File: src/hdl/slpc_cfg.svh
// sleep controller constants: offsets, fields, reset values, timing
`ifndef SLPC_CFG_SVH
`define SLPC_CFG_SVH
// ------------------------------------------------------------
// register offsets (byte addresses on the bus)
// ------------------------------------------------------------
`define SLPC_OFF_CTRL      8'h00
`define SLPC_OFF_WAKE      8'h04
`define SLPC_OFF_STAT      8'h08
// ------------------------------------------------------------
// field positions and reset values
// ------------------------------------------------------------
`define SLPC_CTRL_ACOFF    3
`define SLPC_CTRL_ADCEN    4
`define SLPC_STAT_RSV      4
`define SLPC_CTRL_RST      8'h00
`define SLPC_WAKE_RST      8'h00
`define SLPC_FUSE_XTAL_BIT 3
// ------------------------------------------------------------
// sleep-mode select codes
// ------------------------------------------------------------
`define SLPC_SM_IDLE       3'h0
`define SLPC_SM_ADCNR      3'h1
`define SLPC_SM_PDOWN      3'h2
`define SLPC_SM_STBY       3'h6
// ------------------------------------------------------------
// timing: clock rate, restart times, standby wake
// ------------------------------------------------------------
`define SLPC_PCLK_MHZ      25
`define SLPC_START_XTAL_US 16000
`define SLPC_START_RC_US   64
`define SLPC_START_RC_CYC  (`SLPC_START_RC_US * `SLPC_PCLK_MHZ)
`define SLPC_START_XT_CYC  (`SLPC_START_XTAL_US * `SLPC_PCLK_MHZ)
`define SLPC_STBY_WAKE_CYC 6
`endif

File: src/hdl/slpc_pkg.sv
// sleep controller types
package slpc_pkg;
   typedef enum logic [1:0] {SLPC_M_IDLE, SLPC_M_ADCNR, SLPC_M_PDOWN, SLPC_M_STBY} slpc_mode_t;
   typedef enum logic [1:0] {SLPC_ST_RUN, SLPC_ST_SLEEP, SLPC_ST_START} slpc_state_t;
endpackage : slpc_pkg

File: src/hdl/slpc_wake_if.sv
// links the sleep controller to its wake qualifier and restart timer
`timescale 1ns/10ps
`default_nettype none
interface slpc_wake_if;
   import slpc_pkg::*;
   slpc_mode_t  mode;
   logic        armed;
   logic        wake;
   logic        ld;
   logic [23:0] cnt;
   logic        done;
   modport ctl  (output mode, armed, ld, cnt, input wake, done);
   modport qual (input mode, armed, output wake);
   modport tmr  (input ld, cnt, output done);
endinterface : slpc_wake_if
`default_nettype wire

File: src/hdl/slpc_wake_qual.sv
// wake qualifier: pin synchronisers and per-mode wake source masks
`timescale 1ns/10ps
`default_nettype none
module slpc_wake_qual
   import slpc_pkg::*;
(
   // clock and reset
   input  wire logic       pclk,
   input  wire logic       presetn,
   // asynchronous pins
   input  wire logic [3:0] external_irq_pins,
   input  wire logic       rst_external_n,
   input  wire logic       rst_watchdog,
   input  wire logic       rst_brownout,
   // same-domain sources and enables
   input  wire logic [8:0] irq_src,
   input  wire logic [3:0] ext_en,
   input  wire logic [3:0] ext_lvl,
   input  wire logic       acoff,
   // controller side
   slpc_wake_if.qual       wif
);
   logic [6:0] pin_a;
   logic [6:0] s1_q;
   logic [6:0] s2_q;
   logic       wake_q;
   logic       lvl_hit;
   logic       rst_hit;
   logic       idle_hit;
   logic       adcnr_hit;
   logic       pd_hit;
   logic       hit;
   assign pin_a = {~rst_external_n, rst_watchdog, rst_brownout, external_irq_pins};
   // two flops per pin; only the second one is looked at
   for (genvar i = 0; i < 7; i++) begin : g_sync
      always_ff @(posedge pclk or negedge presetn) begin
         if (!presetn) begin
            // idle levels: pins high, reset requests low
            s1_q[i] <= 1'(i < 4);
            s2_q[i] <= 1'(i < 4);
         end else begin
            s1_q[i] <= pin_a[i];
            s2_q[i] <= s1_q[i];
         end
      end
   end
   // low level needs no io clock, so it wakes from every mode
   assign lvl_hit   = |(~s2_q[3:0] & ext_en & ext_lvl);
   assign rst_hit   = s2_q[6] | s2_q[5] | s2_q[4];
   // src: 0 timer 1 uart 2 spi 3 comparator 4 adc 5 spm 6 psc 7 io 8 edge
   assign idle_hit  = lvl_hit | rst_hit | (|irq_src[2:0]) | (irq_src[3] & ~acoff)
                    | (|irq_src[8:4]);
   assign adcnr_hit = lvl_hit | rst_hit | irq_src[4] | irq_src[0] | irq_src[5];
   assign pd_hit    = lvl_hit | rst_hit | irq_src[6];
   // standby shares the power-down source set
   assign hit = (wif.mode == SLPC_M_IDLE)  ? idle_hit :
                (wif.mode == SLPC_M_ADCNR) ? adcnr_hit : pd_hit;
   always_ff @(posedge pclk or negedge presetn) begin
      if (!presetn) wake_q <= 1'b0;
      else          wake_q <= wif.armed & hit;
   end
   assign wif.wake = wake_q;
endmodule : slpc_wake_qual
`default_nettype wire

File: src/hdl/slpc_wake_timer.sv
// restart timer: one done pulse a loaded number of cycles after load
`timescale 1ns/10ps
`default_nettype none
module slpc_wake_timer (
   // clock and reset
   input  wire logic pclk,
   input  wire logic presetn,
   // controller side
   slpc_wake_if.tmr  wif
);
   logic [23:0] cnt_q;
   logic        done_q;
   // counts down; the load value is the distance to done
   always_ff @(posedge pclk or negedge presetn) begin
      if (!presetn) begin
         cnt_q  <= 24'h0;
         done_q <= 1'b0;
      end else if (wif.ld) begin
         cnt_q  <= wif.cnt;
         done_q <= 1'b0;
      end else begin
         done_q <= (cnt_q == 24'h1);
         cnt_q  <= (cnt_q == 24'h0) ? 24'h0 : cnt_q - 24'h1;
      end
   end
   assign wif.done = done_q;
endmodule : slpc_wake_timer
`default_nettype wire

File: src/hdl/slpc_sleep_ctrl.sv
// sleep controller top: register slave, mode sequencer, clock gating
`timescale 1ns/10ps
`default_nettype none
`include "slpc_cfg.svh"
module slpc_sleep_ctrl
   import slpc_pkg::*;
#(
   parameter int unsigned START_XT_CYC = `SLPC_START_XT_CYC
) (
   // clock and reset
   input  wire logic        pclk,
   input  wire logic        presetn,
   // apb slave
   input  wire logic        psel,
   input  wire logic        penable,
   input  wire logic        pwrite,
   input  wire logic [7:0]  paddr,
   input  wire logic [31:0] pwdata,
   output logic [31:0]      prdata,
   output logic             pready,
   output logic             pslverr,
   // cpu side
   input  wire logic        sleep_instr,
   output logic             cpu_resume,
   output logic             sleeping,
   // fuse pins
   input  wire logic [3:0]  clock_source_select_fuses,
   // asynchronous wake pins
   input  wire logic [3:0]  external_irq_pins,
   input  wire logic        rst_external_n,
   input  wire logic        rst_watchdog,
   input  wire logic        rst_brownout,
   // peripheral interrupt requests
   input  wire logic        irq_timer,
   input  wire logic        irq_uart_txc,
   input  wire logic        irq_spi,
   input  wire logic        irq_comparator,
   input  wire logic        irq_adc_done,
   input  wire logic        irq_spm_ee_ready,
   input  wire logic        irq_power_stage_controller,
   input  wire logic        irq_other_io,
   input  wire logic        irq_ext_edge,
   // clock domain enables
   output logic             clk_cpu_en,
   output logic             clk_flash_en,
   output logic             clk_io_en,
   output logic             clk_adc_en,
   output logic             clk_pll_en,
   output logic             osc_en,
   // analog controls
   output logic             comparator_pd,
   output logic             adc_start
);
   // ------------------------------------------------------------
   // declarations
   // ------------------------------------------------------------
   slpc_wake_if wif ();
   slpc_state_t state_q;
   slpc_state_t state_d;
   slpc_mode_t  mode_q;
   slpc_mode_t  mode_d;
   logic [7:0]  ctrl_q;
   logic [7:0]  wake_q;
   logic        rsv_q;
   logic [31:0] rdata_q;
   logic [3:0]  fuse_s1_q;
   logic [3:0]  fuse_s2_q;
   logic [5:0]  gate_q;
   logic [5:0]  gate_d;
   logic        start_q;
   logic        resume_q;
   logic        ld_q;
   logic [23:0] ld_cnt_q;
   logic        setup;
   logic        wr;
   logic        sel_ctrl;
   logic        sel_wake;
   logic        sel_stat;
   logic        mapped;
   logic [31:0] rd_mux;
   logic [2:0]  sm;
   logic        xtal;
   logic        go;
   logic        go_ok;
   logic        go_rsv;
   logic        rsv_clr;
   logic        wake_ev;
   logic        slow_mode;
   logic [23:0] start_cnt;
   slpc_mode_t  dec_mode;

   // ------------------------------------------------------------
   // bus decode
   // ------------------------------------------------------------
   // zero wait states: every access completes in its first access cycle
   // an address that maps no register answers with pslverr
   assign pready   = 1'b1;
   assign setup    = psel & ~penable;
   assign wr       = psel & penable & pwrite;
   assign sel_ctrl = (paddr == `SLPC_OFF_CTRL);
   assign sel_wake = (paddr == `SLPC_OFF_WAKE);
   assign sel_stat = (paddr == `SLPC_OFF_STAT);
   assign mapped   = sel_ctrl | sel_wake | sel_stat;
   assign pslverr  = psel & penable & ~mapped;
   assign rsv_clr  = wr & sel_stat & pwdata[`SLPC_STAT_RSV];

   // read mux; unmapped addresses read as zero
   assign rd_mux = sel_ctrl ? {24'h0, ctrl_q} :
                   sel_wake ? {24'h0, wake_q} :
                   sel_stat ? {26'h0, xtal, rsv_q, mode_q,
                               state_q == SLPC_ST_START, state_q != SLPC_ST_RUN} :
                   32'h0;

   // read data captured in the setup cycle, valid through the access
   always_ff @(posedge pclk or negedge presetn) begin
      if (!presetn)   rdata_q <= 32'h0;
      else if (setup) rdata_q <= rd_mux;
   end
   assign prdata = rdata_q;

   // ------------------------------------------------------------
   // software registers
   // ------------------------------------------------------------
   // control: mode select, comparator power-off, adc enable
   always_ff @(posedge pclk or negedge presetn) begin
      if (!presetn)             ctrl_q <= `SLPC_CTRL_RST;
      else if (wr && sel_ctrl)  ctrl_q <= {3'h0, pwdata[4:0]};
   end

   // wake: external pin enables low nibble, level mode high nibble
   always_ff @(posedge pclk or negedge presetn) begin
      if (!presetn)             wake_q <= `SLPC_WAKE_RST;
      else if (wr && sel_wake)  wake_q <= pwdata[7:0];
   end

   // reserved-code flag: a new refusal wins over a write-one clear
   always_ff @(posedge pclk or negedge presetn) begin
      if (!presetn)     rsv_q <= 1'b0;
      else if (go_rsv)  rsv_q <= 1'b1;
      else if (rsv_clr) rsv_q <= 1'b0;
   end

   // field views of the control register
   assign sm            = ctrl_q[2:0];
   assign comparator_pd = ctrl_q[`SLPC_CTRL_ACOFF];

   // ------------------------------------------------------------
   // fuse pins
   // ------------------------------------------------------------
   // fuses are static but still pass two flops before use
   // bit 3 set means a crystal drives the main clock
   always_ff @(posedge pclk or negedge presetn) begin
      if (!presetn) begin
         fuse_s1_q <= 4'h0;
         fuse_s2_q <= 4'h0;
      end else begin
         fuse_s1_q <= clock_source_select_fuses;
         fuse_s2_q <= fuse_s1_q;
      end
   end
   assign xtal = fuse_s2_q[`SLPC_FUSE_XTAL_BIT];

   // restart delay follows the same fuses as the reset time-out
   assign start_cnt = xtal ? START_XT_CYC[23:0] :
                             24'(`SLPC_START_RC_CYC);

   // ------------------------------------------------------------
   // sleep command decode
   // ------------------------------------------------------------
   // standby is only honoured with a crystal; the fuse pins own that choice
   assign dec_mode = (sm == `SLPC_SM_IDLE)  ? SLPC_M_IDLE :
                     (sm == `SLPC_SM_ADCNR) ? SLPC_M_ADCNR :
                     (sm == `SLPC_SM_PDOWN) ? SLPC_M_PDOWN : SLPC_M_STBY;
   assign go_ok    = (sm == `SLPC_SM_IDLE) | (sm == `SLPC_SM_ADCNR) |
                     (sm == `SLPC_SM_PDOWN) | ((sm == `SLPC_SM_STBY) & xtal);
   // a sleep request is heard only while running
   assign go       = sleep_instr & (state_q == SLPC_ST_RUN);
   assign go_rsv   = go & ~go_ok;
   assign wake_ev  = wif.wake & (state_q == SLPC_ST_SLEEP);
   assign slow_mode = (mode_q == SLPC_M_PDOWN) | (mode_q == SLPC_M_STBY);

   // ------------------------------------------------------------
   // sequencer
   // ------------------------------------------------------------
   // next state and mode
   always_comb begin
      state_d = state_q;
      mode_d  = mode_q;
      case (state_q)
         SLPC_ST_RUN: begin
            if (go && go_ok) begin
               state_d = SLPC_ST_SLEEP;
               mode_d  = dec_mode;
            end
         end
         SLPC_ST_SLEEP: begin
            // idle and adc noise resume at once, the others must restart
            if (wake_ev) begin
               state_d = slow_mode ? SLPC_ST_START : SLPC_ST_RUN;
            end
         end
         SLPC_ST_START: begin
            if (wif.done) state_d = SLPC_ST_RUN;
         end
         default: state_d = SLPC_ST_RUN;
      endcase
   end

   // state register
   // the mode is kept while asleep so the wake mask stays valid
   always_ff @(posedge pclk or negedge presetn) begin
      if (!presetn) begin
         state_q <= SLPC_ST_RUN;
         mode_q  <= SLPC_M_IDLE;
      end else begin
         state_q <= state_d;
         mode_q  <= mode_d;
      end
   end

   // restart timer load on wake from power-down or standby
   // the load flop and the state register add a cycle each, so the count
   // is trimmed by two; restart counts below three are not supported
   always_ff @(posedge pclk or negedge presetn) begin
      if (!presetn) begin
         ld_q     <= 1'b0;
         ld_cnt_q <= 24'h0;
      end else begin
         ld_q     <= 1'b0;
         if (wake_ev && slow_mode) begin
            ld_q     <= 1'b1;
            ld_cnt_q <= (mode_q == SLPC_M_STBY) ?
                        24'(`SLPC_STBY_WAKE_CYC - 2) :
                        start_cnt - 24'h2;
         end
      end
   end

   // one-cycle pulses: conversion start on entry, resume on exit
   // resume fires with the enables, as the state returns to run
   always_ff @(posedge pclk or negedge presetn) begin
      if (!presetn) begin
         start_q  <= 1'b0;
         resume_q <= 1'b0;
      end else begin
         start_q  <= go & go_ok & ctrl_q[`SLPC_CTRL_ADCEN] &
                     ((sm == `SLPC_SM_IDLE) | (sm == `SLPC_SM_ADCNR));
         resume_q <= (state_q != SLPC_ST_RUN) & (state_d == SLPC_ST_RUN);
      end
   end
   assign adc_start  = start_q;
   assign cpu_resume = resume_q;

   // ------------------------------------------------------------
   // clock gating
   // ------------------------------------------------------------
   // order: cpu, flash, io, adc, pll, oscillator
   // the oscillator runs again during the restart wait so it can settle
   // standby keeps the oscillator, so its wait is short
   always_comb begin
      gate_d = 6'h3f;
      if (state_d == SLPC_ST_START) begin
         gate_d = 6'h20;
      end else if (state_d == SLPC_ST_SLEEP) begin
         case (mode_d)
            SLPC_M_IDLE:  gate_d = 6'h3c;
            SLPC_M_ADCNR: gate_d = 6'h38;
            SLPC_M_PDOWN: gate_d = 6'h00;
            SLPC_M_STBY:  gate_d = 6'h20;
            default:      gate_d = 6'h3f;
         endcase
      end
   end

   // enables come from flops so no glitch reaches a clock gate
   always_ff @(posedge pclk or negedge presetn) begin
      if (!presetn) gate_q <= 6'h3f;
      else          gate_q <= gate_d;
   end
   assign clk_cpu_en   = gate_q[0];
   assign clk_flash_en = gate_q[1];
   assign clk_io_en    = gate_q[2];
   assign clk_adc_en   = gate_q[3];
   assign clk_pll_en   = gate_q[4];
   assign osc_en       = gate_q[5];
   assign sleeping     = ~gate_q[0];

   // ------------------------------------------------------------
   // wake qualifier and restart timer
   // ------------------------------------------------------------
   // the qualifier listens only while asleep
   assign wif.mode  = mode_q;
   assign wif.armed = (state_q == SLPC_ST_SLEEP);
   assign wif.ld    = ld_q;
   assign wif.cnt   = ld_cnt_q;

   // level sources must outlast the restart to raise their interrupt
   slpc_wake_qual u_qual (
      .pclk              (pclk),
      .presetn           (presetn),
      .external_irq_pins (external_irq_pins),
      .rst_external_n    (rst_external_n),
      .rst_watchdog      (rst_watchdog),
      .rst_brownout      (rst_brownout),
      .irq_src           ({irq_ext_edge, irq_other_io, irq_power_stage_controller,
                           irq_spm_ee_ready, irq_adc_done, irq_comparator,
                           irq_spi, irq_uart_txc, irq_timer}),
      .ext_en            (wake_q[3:0]),
      .ext_lvl           (wake_q[7:4]),
      .acoff             (ctrl_q[`SLPC_CTRL_ACOFF]),
      .wif               (wif.qual)
   );

   // one timer serves the crystal, rc and standby waits
   slpc_wake_timer u_tmr (
      .pclk    (pclk),
      .presetn (presetn),
      .wif     (wif.tmr)
   );
endmodule : slpc_sleep_ctrl
`default_nettype wire

File: config.mk
export PLATFORM = sky130hd
export DESIGN_NAME = slpc_sleep_ctrl
export DESIGN_NICKNAME = d
export VERILOG_FILES = /design/src/hdl/slpc_pkg.sv /design/src/hdl/slpc_wake_if.sv /design/src/hdl/slpc_wake_qual.sv /design/src/hdl/slpc_wake_timer.sv /design/src/hdl/slpc_sleep_ctrl.sv
export VERILOG_INCLUDE_DIRS = /design/src /design/src/hdl
export SDC_FILE = /design/constraint.sdc
export NUM_CORES = 1
export LEC_CHECK = 0
export ABC_AREA = 1
export BUFFER_PORTS_ARGS = -buffer_cell sky130_fd_sc_hd__buf_2
export CORE_UTILIZATION = 48
export CTS_CLUSTER_SIZE = 8
export DETAILED_ROUTE_END_ITERATION = 12
export PLACE_DENSITY = 0.77
export SETUP_SLACK_MARGIN = 0.3
export SLEW_MARGIN = 20
export SYNTH_ARGS = -nofsm -noshare
export SYNTH_HDL_FRONTEND = slang
export SYNTH_SLANG_ARGS = --single-unit
File: constraint.sdc
create_clock -name pclk -period 1.5 [get_ports pclk]
set_input_delay 0.15 -clock pclk [delete_from_list [all_inputs] [get_ports pclk]]
set_output_delay 0.15 -clock pclk [all_outputs]
set_load 0.05 [all_outputs]
==> flow_summary.json, run 1 <==
{
  "cts_max_level": 3,
  "fp.dieW_um": 93.9,
  "synthFlopType": "dfrtp_1",
  "setup_total_negative_slack_ns": -0.00428,
  "fraction_of_layout_instances_using_a_drive_strength_above_1": 0.480,
  "cpMostUsedCell": "inv_2",
  "port_buffers": 57,
  "drt_first_iter_violations": 131,
  "power_report.internal_total_uw": 6060,
  "die_height_um": 93.9,
  "core_box_area_sq_um": 8180,
  "tritoncts.num_buffers": 9,
  "synth-edff-count": 0,
  "final_min_period_over_clock_period": 1.00,
  "clock_tree_root_driver_cell": "clkbuf_8",
  "fin_nets": 702,
  "rrSetupSlack_ns": -0.004,
  "timing.critical_path.fanout_max": 3,
  "mappedNetlistArea_sq_um": 4050,
  "fillCellCount": 542,
  "critical_path.cell_chain": "inv_2, nor2_2, inv_2, o31ai_4, ha_2, nand3_2, inv_1, nand3_1",
  "grt_setup_unrepaired": "true",
  "max-vdd-ir-drop_mv": 0.697,
  "timing.max_cap.violations": 0,
  "grt-ovfl-total": 0,
  "synthToLayoutAreaGrowth_pct": 44.6,
  "r2r-start": "state_q[0]$_DFF_PN0_",
  "min_path_cells": 3,
  "inserted_diodes": 0,
  "setup_slack_ns": -0.00428,
  "floorplan.rows": 33,
  "sw_frac_of_total": 0.435,
  "slowest_stage": "dfrtp_1",
  "fin_crit_ns": 1.50,
  "track_usage": 0.245,
  "avgSynthCellArea_sq_um": 8.12,
  "violations": "negative setup slack",
  "worst_setup_hold_path_clk_slew_ns": 0.09,
  "placed_cells_incl_taps": 668,
  "cts_buffer_depth": 2,
  "ys_async_sr_fraction": 1.00,
  "gp_congestion": 0.875,
  "wirelength_um": 10800,
  "finalHoldWorstSlack_ns": 0.0232,
  "category_of_the_worst_setup_path_capture_point": "register",
  "synthDistinctLibCells": 34,
  "p_leak_uw": 0.00292,
  "ys_ff_latch": 79,
  "worst_r2r_endpoint": "gate_q[5]$_DFF_PN1_",
  "cellPowerDensity_nw_per_um2": 1830,
  "clock_power_share": 0.171,
  "floorplan.io_pins": 110,
  "max_freq_mhz": 665,
  "multi_input_gate_area_in_the_final_layout_sq_um": 2280,
  "number_of_max_slew_violations_in_the_final_report": 0,
  "cts_sinks": 79,
  "combinational_cell_fraction_of_total_power": 0.526,
  "fin_skew_ns": 0.0130,
  "hold_start": "pwdata[6]",
  "worst-setup-path-type": "reg -> reg",
  "detailroute.via_count": 3716,
  "maximum_number_of_pins_on_one_net_before_global_route_repair": 41,
  "count_of_final_setup_violators": 1,
  "rr_worst_depth": 8,
  "detail_route.vias_per_cell": 5.02,
  "yosysWarnings": 0,
  "instances_no_fill": 740,
  "dp_worst_setup_slack_ns": -0.0158,
  "yosysSeqAreaShare": 0.491,
  "effective_utilization_at_floorplan": 0.496,
  "wl_per_cell_um": 14.6,
  "postSynthCellCount": 499,
  "overall_die_area_sq_um": 8820,
  "layout.core_utilization": 0.717,
  "detail_route.first_pass.iterations": 4,
  "final_hold_viol_count": 0,
  "grt_pass1_wl_um": 16500,
  "layout.area.seq_sq_um": 2000,
  "power_frac_seq": 0.303,
  "worstPathRequired_ns": 1.79,
  "first_global_vias": 3768,
  "cts_tree": "yes",
  "grt_antenna_before_repair": 0,
  "status": "finished, violations left",
  "critical-path-max-stage-delay_ns": 0.40,
  "worst_skew_pair.late_latency_ns": 0.37,
  "remaining_design_rule_violation_count": 0,
  "place.detailed.hpwl_um": 6160,
  "timing.hold.worst.class": "in -> reg",
  "most-common-layout-cells": "nand2_1 (114), dfrtp_1 (58), buf_4 (50)",
  "cp.arrival_ns": 1.79,
  "power.switching_uw": 4670,
  "startpoint_type": "register",
  "worst_hold_endpoint": "wake_q[6]$_DFFE_PN0P_",
  "layout.cells.most_common": "nand2_1",
  "antenna_violating_nets_post_route": 0
}
-- state kept, by name, summed over array words and instances (netlist names), 4 cells and up --
name,cells
ctrl_q,5
gate_q,4
ld_cnt_q,4
prdata,8
u_qual.s1_q,7
u_qual.s2_q,7
u_tmr.cnt_q,24
wake_q,8
-- logic make-up after synthesis --
group           synth area share
simple gates               0.314
buf+inv                    0.111
fa+ha+maj                 0.0185
xor+xnor                  0.0238
compound gates            0.0395
other cells              0.00185
flops                      0.491
-- power groups by stage --
stage                     Combinational, uW  Sequential [uW]  Clock, uW
after floorplan                        2310             3190          0
after global placement                 3060             3040          0
after detailed placement               3120             3070          0
after CTS                              4330             3110       1840
after global routing                   6070             3290       1950
final                                  5650             3250       1830
-- final cells by class --
class | count | area share
repair inverters | 1 | 0.00277
repair buffers | 127 | 0.167
inverters | 55 | 0.0378
clock buffers | 10 | 0.0235
multi-input cells | 357 | 0.389
clock inverters | 6 | 0.0158
flip-flops and latches | 79 | 0.342
well taps | 105 | 0.0224
-- worst max path at each step --
| stage | from | endpoint | slack, ns | cells after the start |
|---|---|---|---|---|
| floorplan | state_q[0]$_DFF_PN0_ | gate_q[2]$_DFF_PN1_ | 0.16 | 10 |
| global placement | state_q[0]$_DFF_PN0_ | gate_q[2]$_DFF_PN1_ | 0.07 | 10 |
| detailed placement | u_tmr.cnt_q[2]$_DFF_PN0_ | u_tmr.cnt_q[18]$_DFF_PN0_ | -0.02 | 8 |
| CTS | u_tmr.cnt_q[15]$_DFF_PN0_ | u_tmr.cnt_q[16]$_DFF_PN0_ | 0.11 | 7 |
| global route | state_q[0]$_DFF_PN0_ | gate_q[5]$_DFF_PN1_ | -0.05 | 8 |
| finish | state_q[0]$_DFF_PN0_ | gate_q[5]$_DFF_PN1_ | -0.004 | 8 |
-- repair_timing --
| item | 4_1_cts | 5_1_grt |
|---|---|---|
| pin swaps | 26 | 32 |
| resized for setup | 92 | 110 |
| cloned | 2 | 0 |
| setup buffers | 30 | 15 |
| setup endpoints to repair | 45 | 49 |
| hold buffers | 9 | 0 |
| hold endpoints to repair | 32 | 0 |
-- synth_stat cells, types with 2 or more instances --
cell        n  area share
nand3_1    34       0.042
xor2_1      6       0.013
dfrtp_1    67        0.41
o31ai_1     2      0.0037
buf_6       2      0.0056
ha_1        6       0.019
o21ai_2     5       0.011
conb_1      2      0.0019
o21ai_0    10       0.012
nor2_4      6       0.017
buf_2       2      0.0025
nor2_1     68       0.063
nand4_1     4      0.0062
nor3_1      5      0.0062
nand2_1   145        0.13
nor2_2      8       0.012
nand2_2    11       0.017
buf_4      28       0.052
inv_2       2      0.0019
inv_1      52       0.048
dfstp_2    12       0.078
nand3b_1    6       0.011
xnor2_1     5       0.011
-- metal layers --
metal,vias up,part of all wire,global-route usage
met5,-,0,0
met4,0,0.051,0.115
met3,45,0.048,0.0469
met2,136,0.54,0.452
met1,1781,0.36,0.268
li1,1754,-,-
-- through the flow --
step / instance area [sq um] / total power, uW
finish: 5860 / 10700
floorplan: 4200 / 5500
global placement: 4510 / 6100
detailed placement: 4510 / 6190
CTS: 5360 / 9270
global route: 5860 / 11300
-- worst max-delay path: cells and delay by family, from the launching register on --
kind / cells / cell delay (ns)
fa+ha+maj: 1 / 0.26
compound gates: 1 / 0.24
simple gates: 3 / 0.30
flops: 1 / 0.40
buf+inv: 3 / 0.24
Note: power is estimated with default switching activity, not from simulation.
==> run 2, diff against run 1 <==
--- a/config.mk
+++ b/config.mk
@@ -17,3 +17,4 @@
 export SYNTH_ARGS = -nofsm -noshare
 export SYNTH_HDL_FRONTEND = slang
 export SYNTH_SLANG_ARGS = --single-unit
+export TNS_END_PERCENT = 10
==> run 2 against run 1 <==
Net effect: the flow now finishes without violations; first-iteration DRC count is 47% higher; wire length is 18% lower; sequential power is 5% lower; critical path type unchanged; largest power group unchanged.
==> flow_summary.json, run 2 (synthesis results as in run 1) <==
{
  "status": "finished clean",
  "clock_power_share": 0.221,
  "fin_skew_ns": 0.00582,
  "rrSetupSlack_ns": 0.04,
  "gp_congestion": 0.887,
  "place.detailed.hpwl_um": 6230,
  "stdcell_area_sq_um": 5100,
  "r2r-start": "state_q[1]$_DFF_PN0_",
  "sw_frac_of_total": 0.413,
  "slowest_stage": "dfrtp_1",
  "max_freq_mhz": 685,
  "worst_hold_endpoint": "wake_q[7]$_DFFE_PN0P_",
  "core_box_area_sq_um": 8180,
  "timing.hold.worst.class": "in -> reg",
  "drt_first_iter_violations": 193,
  "combinational_cell_fraction_of_total_power": 0.425,
  "cp.arrival_ns": 1.73,
  "most_congested_layer_reported_by_global_routing": "met2",
  "number_of_max_slew_violations_in_the_final_report": 0,
  "instances_no_fill": 709,
  "fin_crit_ns": 1.46,
  "cpMostUsedCell": "nand2_4",
  "category_of_the_worst_setup_path_capture_point": "register",
  "maximum_number_of_pins_on_one_net_before_global_route_repair": 32,
  "grt-ovfl-total": 0,
  "wl_per_cell_um": 12.5,
  "cts_tree": "yes",
  "final_hold_viol_count": 0,
  "power_frac_seq": 0.354,
  "hold_start": "pwdata[7]",
  "critical_path.cell_chain": "inv_2, nand2_4, nor2_4, nand2_4, o31ai_4, ha_2, nand3_2, inv_1, nand3_1",
  "min_path_cells": 3,
  "detailroute.via_count": 3404,
  "timing.critical_path.fanout_max": 3,
  "floorplan.io_pins": 110,
  "globalRouteMet1Util": 0.258,
  "wirelength_um": 8850,
  "fp.dieW_um": 93.9,
  "count_of_final_setup_violators": 0,
  "flip_flop_count_of_the_largest_register_all_copies_and_words_added": 24,
  "power.switching_uw": 3610,
  "tritoncts.num_buffers": 9,
  "worst_skew_pair.late_latency_ns": 0.35,
  "final_min_period_over_clock_period": 0.974,
  "power_report.internal_total_uw": 5140,
  "overall_die_area_sq_um": 8820,
  "path_delay_family": "flip-flops",
  "timing.max_cap.violations": 0,
  "cts_sinks": 79,
  "worstPathRequired_ns": 1.77,
  "dp_worst_setup_slack_ns": -0.0743,
  "fraction_of_layout_instances_using_a_drive_strength_above_1": 0.323,
  "worst_setup_hold_path_clk_slew_ns": 0.08,
  "antenna_violating_nets_post_route": 0,
  "critical-path-max-stage-delay_ns": 0.45,
  "layout.cells.most_common": "nand2_1",
  "layout.core_utilization": 0.624,
  "grt_pass1_wl_um": 14600,
  "first_global_vias": 3303,
  "die_height_um": 93.9,
  "startpoint_type": "register",
  "detail_route.vias_per_cell": 4.80,
  "worst-setup-path-type": "reg -> reg",
  "setup_slack_ns": 0.0394,
  "cellPowerDensity_nw_per_um2": 1710,
  "track_usage": 0.215,
  "most-common-layout-cells": "nand2_1 (138), dfrtp_1 (62), nor2_1 (56), buf_2 (56), inv_1 (44)",
  "worst_r2r_endpoint": "gate_q[5]$_DFF_PN1_",
  "fillCellCount": 678,
  "effective_utilization_at_floorplan": 0.496,
  "met3_usage": 0.0348,
  "cts_buffer_depth": 2,
  "p_leak_uw": 0.00268,
  "worstSetupStartpoint": "state_q[1]$_DFF_PN0_",
  "rr_worst_depth": 9,
  "cp.buffers_inverters": 2,
  "met2_grt_util": 0.370,
  "synthToLayoutAreaGrowth_pct": 25.9,
  "fin_nets": 671,
  "detail_route.first_pass.iterations": 4,
  "remaining_design_rule_violation_count": 0,
  "max-vdd-ir-drop_mv": 0.642,
  "floorplan.rows": 33,
  "port_buffers": 57,
  "clock_tree_root_driver_cell": "clkbuf_8",
  "placement.cell_area_sq_um": 4480,
  "registers.top_by_ff_count": "u_tmr.cnt_q",
  "cts_max_level": 3,
  "inserted_diodes": 0,
  "grt_setup_unrepaired": "true",
  "placed_cells_incl_taps": 667,
  "grt_antenna_before_repair": 0
}
[run 2: stage by stage]
stage | hold slack [ns] | setup TNS (ns) | power, uW
global route | 0.0275 | -0.0309 | 9290
CTS | 0.0195 | 0 | 8390
detailed placement | 0.119 | -0.104 | 6100
global placement | 0.105 | 0 | 5990
floorplan | -0.146 | 0 | 5420
finish | 0.0270 | 0 | 8750
[run 2: worst max path at each step]
stage / cells after the start / to
6_report: 9 / gate_q[5]$_DFF_PN1_
5_1_grt: 9 / gate_q[5]$_DFF_PN1_
4_1_cts: 9 / u_tmr.cnt_q[18]$_DFF_PN0_
3_5_place_dp: 10 / gate_q[2]$_DFF_PN1_
3_3_place_gp: 10 / gate_q[2]$_DFF_PN1_
2_1_floorplan: 10 / gate_q[2]$_DFF_PN1_
[run 2: area by class of cell]
class | instances | area [sq um] | share of cell area
Multi-Input combinational cell | 357 | 1870 | 0.367
Timing Repair Buffer | 97 | 647 | 0.127
Sequential cell | 79 | 2000 | 0.392
Clock inverter | 7 | 120 | 0.0235
Tap cell | 105 | 131 | 0.0257
Inverter | 55 | 211 | 0.0414
Clock buffer | 9 | 124 | 0.0243
[run 2: power by group through the flow]
stage | registers [uW] | clock network [uW] | logic [uW]
after floorplan | 3180 | 0 | 2250
after global placement | 3050 | 0 | 2940
after detailed placement | 3080 | 0 | 3020
after CTS | 3050 | 1960 | 3380
after global routing | 3150 | 2040 | 4100
final | 3090 | 1930 | 3720
[run 2: what timing repair did]
item / in CTS / in global routing
gates resized for setup: 19 / 32
buffers inserted: 11 / 5
hold endpoints to repair: 33 / 0
pin swaps: 4 / 13
hold buffers: 9 / 0
setup endpoints to repair: 45 / 47
gates cloned: 1 / 0
[run 2: worst reg2reg max path, stage by stage, from the launching register on]
cell and delay [ns]:
dfrtp_1 0.45, inv_2 0.11, nand2_4 0.07, nor2_4 0.12
nand2_4 0.08, o31ai_4 0.07, ha_2 0.25, nand3_2 0.08
inv_1 0.08, nand3_1 0.09
[run 2: per-layer routing]
metal | up-vias | routed length [um]
met3 | 20 | 365
met5 | - | 0
met2 | 101 | 4630
met1 | 1590 | 3610
li1 | 1693 | -
met4 | 0 | 244
==> run 3, diff against run 2 <==
==> constraint.sdc (replaced) <==
create_clock -name pclk -period 1.5 [get_ports pclk]
set_input_delay 0.15 -clock pclk [delete_from_list [all_inputs] [get_ports pclk]]
set_output_delay 0.15 -clock pclk [all_outputs]
set_load 0.005 [all_outputs]
==> run 3 against run 2 <==
Net effect: die area stayed put; non-clock buffer count rose by 9; flip-flop and latch count stayed put; clock power about the same; first-iteration DRC count decreased by 45%; count of clock-buffer cells in the layout grew 1; final area up 0.12%; critical path depth is the same; power shrank 3.7%; sequential share of layout area is 0.097 points lower; sequential power barely moved; combinational power decreased by 9.1%; critical path type unchanged; highest routed layer unchanged.
==> flow_summary.json, run 3 (synthesis results as in run 1) <==
{
  "status": "finished clean",
  "cts_max_level": 3,
  "worst-setup-path-type": "reg -> reg",
  "fraction_of_layout_instances_using_a_drive_strength_above_1": 0.328,
  "timing.critical_path.fanout_max": 3,
  "remaining_design_rule_violation_count": 0,
  "count_of_final_setup_violators": 0,
  "critical-path-max-stage-delay_ns": 0.39,
  "power.switching_uw": 3210,
  "timing.hold.worst.class": "in -> reg",
  "combinational_cell_fraction_of_total_power": 0.401,
  "detail_route.vias_per_cell": 4.78,
  "flip_flop_count_of_the_largest_register_all_copies_and_words_added": 24,
  "wl_per_cell_um": 12.8,
  "fillCellCount": 697,
  "most-common-layout-cells": "nand2_1 (138), dfrtp_1 (64), buf_2 (56)",
  "placement.cell_area_sq_um": 4470,
  "worst_setup_hold_path_clk_slew_ns": 0.09,
  "clock_power_share": 0.230,
  "effective_utilization_at_floorplan": 0.496,
  "cp.arrival_ns": 1.73,
  "cpMostUsedCell": "inv_2",
  "maximum_number_of_pins_on_one_net_before_global_route_repair": 38,
  "first_global_vias": 3473,
  "slowest_stage": "dfrtp_1",
  "fin_crit_ns": 1.44,
  "cts_tree": "yes",
  "final_hold_viol_count": 0,
  "fin_nets": 680,
  "max-vdd-ir-drop_mv": 0.666,
  "clock_tree_root_driver_cell": "clkbuf_8",
  "placed_cells_incl_taps": 669,
  "finalHoldWorstSlack_ns": 0.0278,
  "antenna_violating_nets_post_route": 0,
  "die_height_um": 93.9,
  "floorplan.rows": 33,
  "worstPathRequired_ns": 1.79,
  "grt-ovfl-total": 0,
  "startpoint_type": "register",
  "synthToLayoutAreaGrowth_pct": 26.0,
  "tritoncts.num_buffers": 9,
  "instances_no_fill": 718,
  "number_of_max_slew_violations_in_the_final_report": 0,
  "path_delay_family": "flip-flops",
  "grt_pass1_wl_um": 15500,
  "cp.buffers_inverters": 4,
  "overall_die_area_sq_um": 8820,
  "sw_frac_of_total": 0.381,
  "dp_worst_setup_slack_ns": -0.0351,
  "detailroute.via_count": 3432,
  "p_leak_uw": 0.00270,
  "grt_antenna_before_repair": 0,
  "worst_skew_pair.late_latency_ns": 0.35,
  "power_frac_seq": 0.369,
  "drt_first_iter_violations": 107,
  "layout.cells.most_common": "nand2_1",
  "registers.top_by_ff_count": "u_tmr.cnt_q",
  "setup_slack_ns": 0.0585,
  "critical_path.cell_chain": "inv_2, nor2_1, inv_2, o31ai_4, inv_2, ha_4, inv_2, nand2_2, nor2_2",
  "fin_skew_ns": 0.00595,
  "core_box_area_sq_um": 8180,
  "stdcell_area_sq_um": 5110,
  "power_report.internal_total_uw": 5210,
  "gp_congestion": 0.858,
  "port_buffers": 57,
  "layout.core_utilization": 0.625,
  "timing.max_cap.violations": 0,
  "inserted_diodes": 0,
  "final_min_period_over_clock_period": 0.961,
  "place.detailed.hpwl_um": 6390,
  "category_of_the_worst_setup_path_capture_point": "register",
  "grt_setup_unrepaired": "true",
  "wirelength_um": 9190,
  "fp.dieW_um": 93.9,
  "cellPowerDensity_nw_per_um2": 1650,
  "max_freq_mhz": 694,
  "track_usage": 0.230,
  "cts_sinks": 79,
  "detail_route.first_pass.iterations": 5,
  "cts_buffer_depth": 2,
  "floorplan.io_pins": 110
}
## run 3: path summary, 6_finish.rpt
path	start	end	slack [ns]	cells after the start
worst min register to register	u_qual.s1_q[4]$_DFF_PN0_	u_qual.s2_q[4]$_DFF_PN0_	0.35	0
min in group asynchronous	presetn	prdata[6]$_DFFE_PN0P_	0.29	2
max in group asynchronous	presetn	gate_q[1]$_DFF_PN1_	0.56	3
worst max register to register	state_q[0]$_DFF_PN0_	gate_q[2]$_DFF_PN1_	0.06	9
worst max-delay path	state_q[0]$_DFF_PN0_	gate_q[2]$_DFF_PN1_	0.06	9
worst min-delay path	pwdata[7]	wake_q[7]$_DFFE_PN0P_	0.03	3
## run 3: power groups by stage
stage,sequential [uW],clock [uW],combinational [uW]
floorplan,2990,0,2010
global placement,3040,0,2560
detailed placement,3070,0,2660
CTS,3070,1970,3150
global route,3180,2060,3830
finish,3110,1940,3380
## run 3: per-layer routing
metal | up-vias | wire, um | global-route usage
met4 | 0 | 234 | 0.0936
met5 | - | 0 | 0
met3 | 23 | 349 | 0.0380
met2 | 99 | 4680 | 0.394
li1 | 1704 | - | -
met1 | 1606 | 3920 | 0.287
## run 3: cell type report
type	count	area, sq um	area share
Clock buffer	10	128	0.0250
Clock inverter	6	118	0.0230
Inverter	55	209	0.0409
Multi-Input combinational cell	357	1850	0.362
Sequential cell	79	2000	0.391
Tap cell	105	131	0.0257
Timing Repair Buffer	106	678	0.133
## run 3: worst reg2reg max path, delay by kind of cell (launching register included)
| kind | cells | cell delay (ns) |
|---|---|---|
| compound gates | 1 | 0.23 |
| fa+ha+maj | 1 | 0.18 |
| buf+inv | 4 | 0.31 |
| flops | 1 | 0.39 |
| simple gates | 3 | 0.29 |
## run 3: per-stage QoR
| stage | setup TNS [ns] | power, uW |
|---|---|---|
| 6_report | 0 | 8430 |
| 5_1_grt | 0 | 9070 |
| 4_1_cts | 0 | 8200 |
| 3_5_place_dp | -0.0351 | 5730 |
| 3_3_place_gp | 0 | 5610 |
| 2_1_floorplan | 0 | 4990 |
## run 3: timing repair
item	in CTS	in global routing
hold endpoints to repair	34	0
gates cloned	1	0
pin swaps	10	10
hold buffers	9	0
setup endpoints to repair	37	41
buffers inserted	15	8
gates resized for setup	25	17
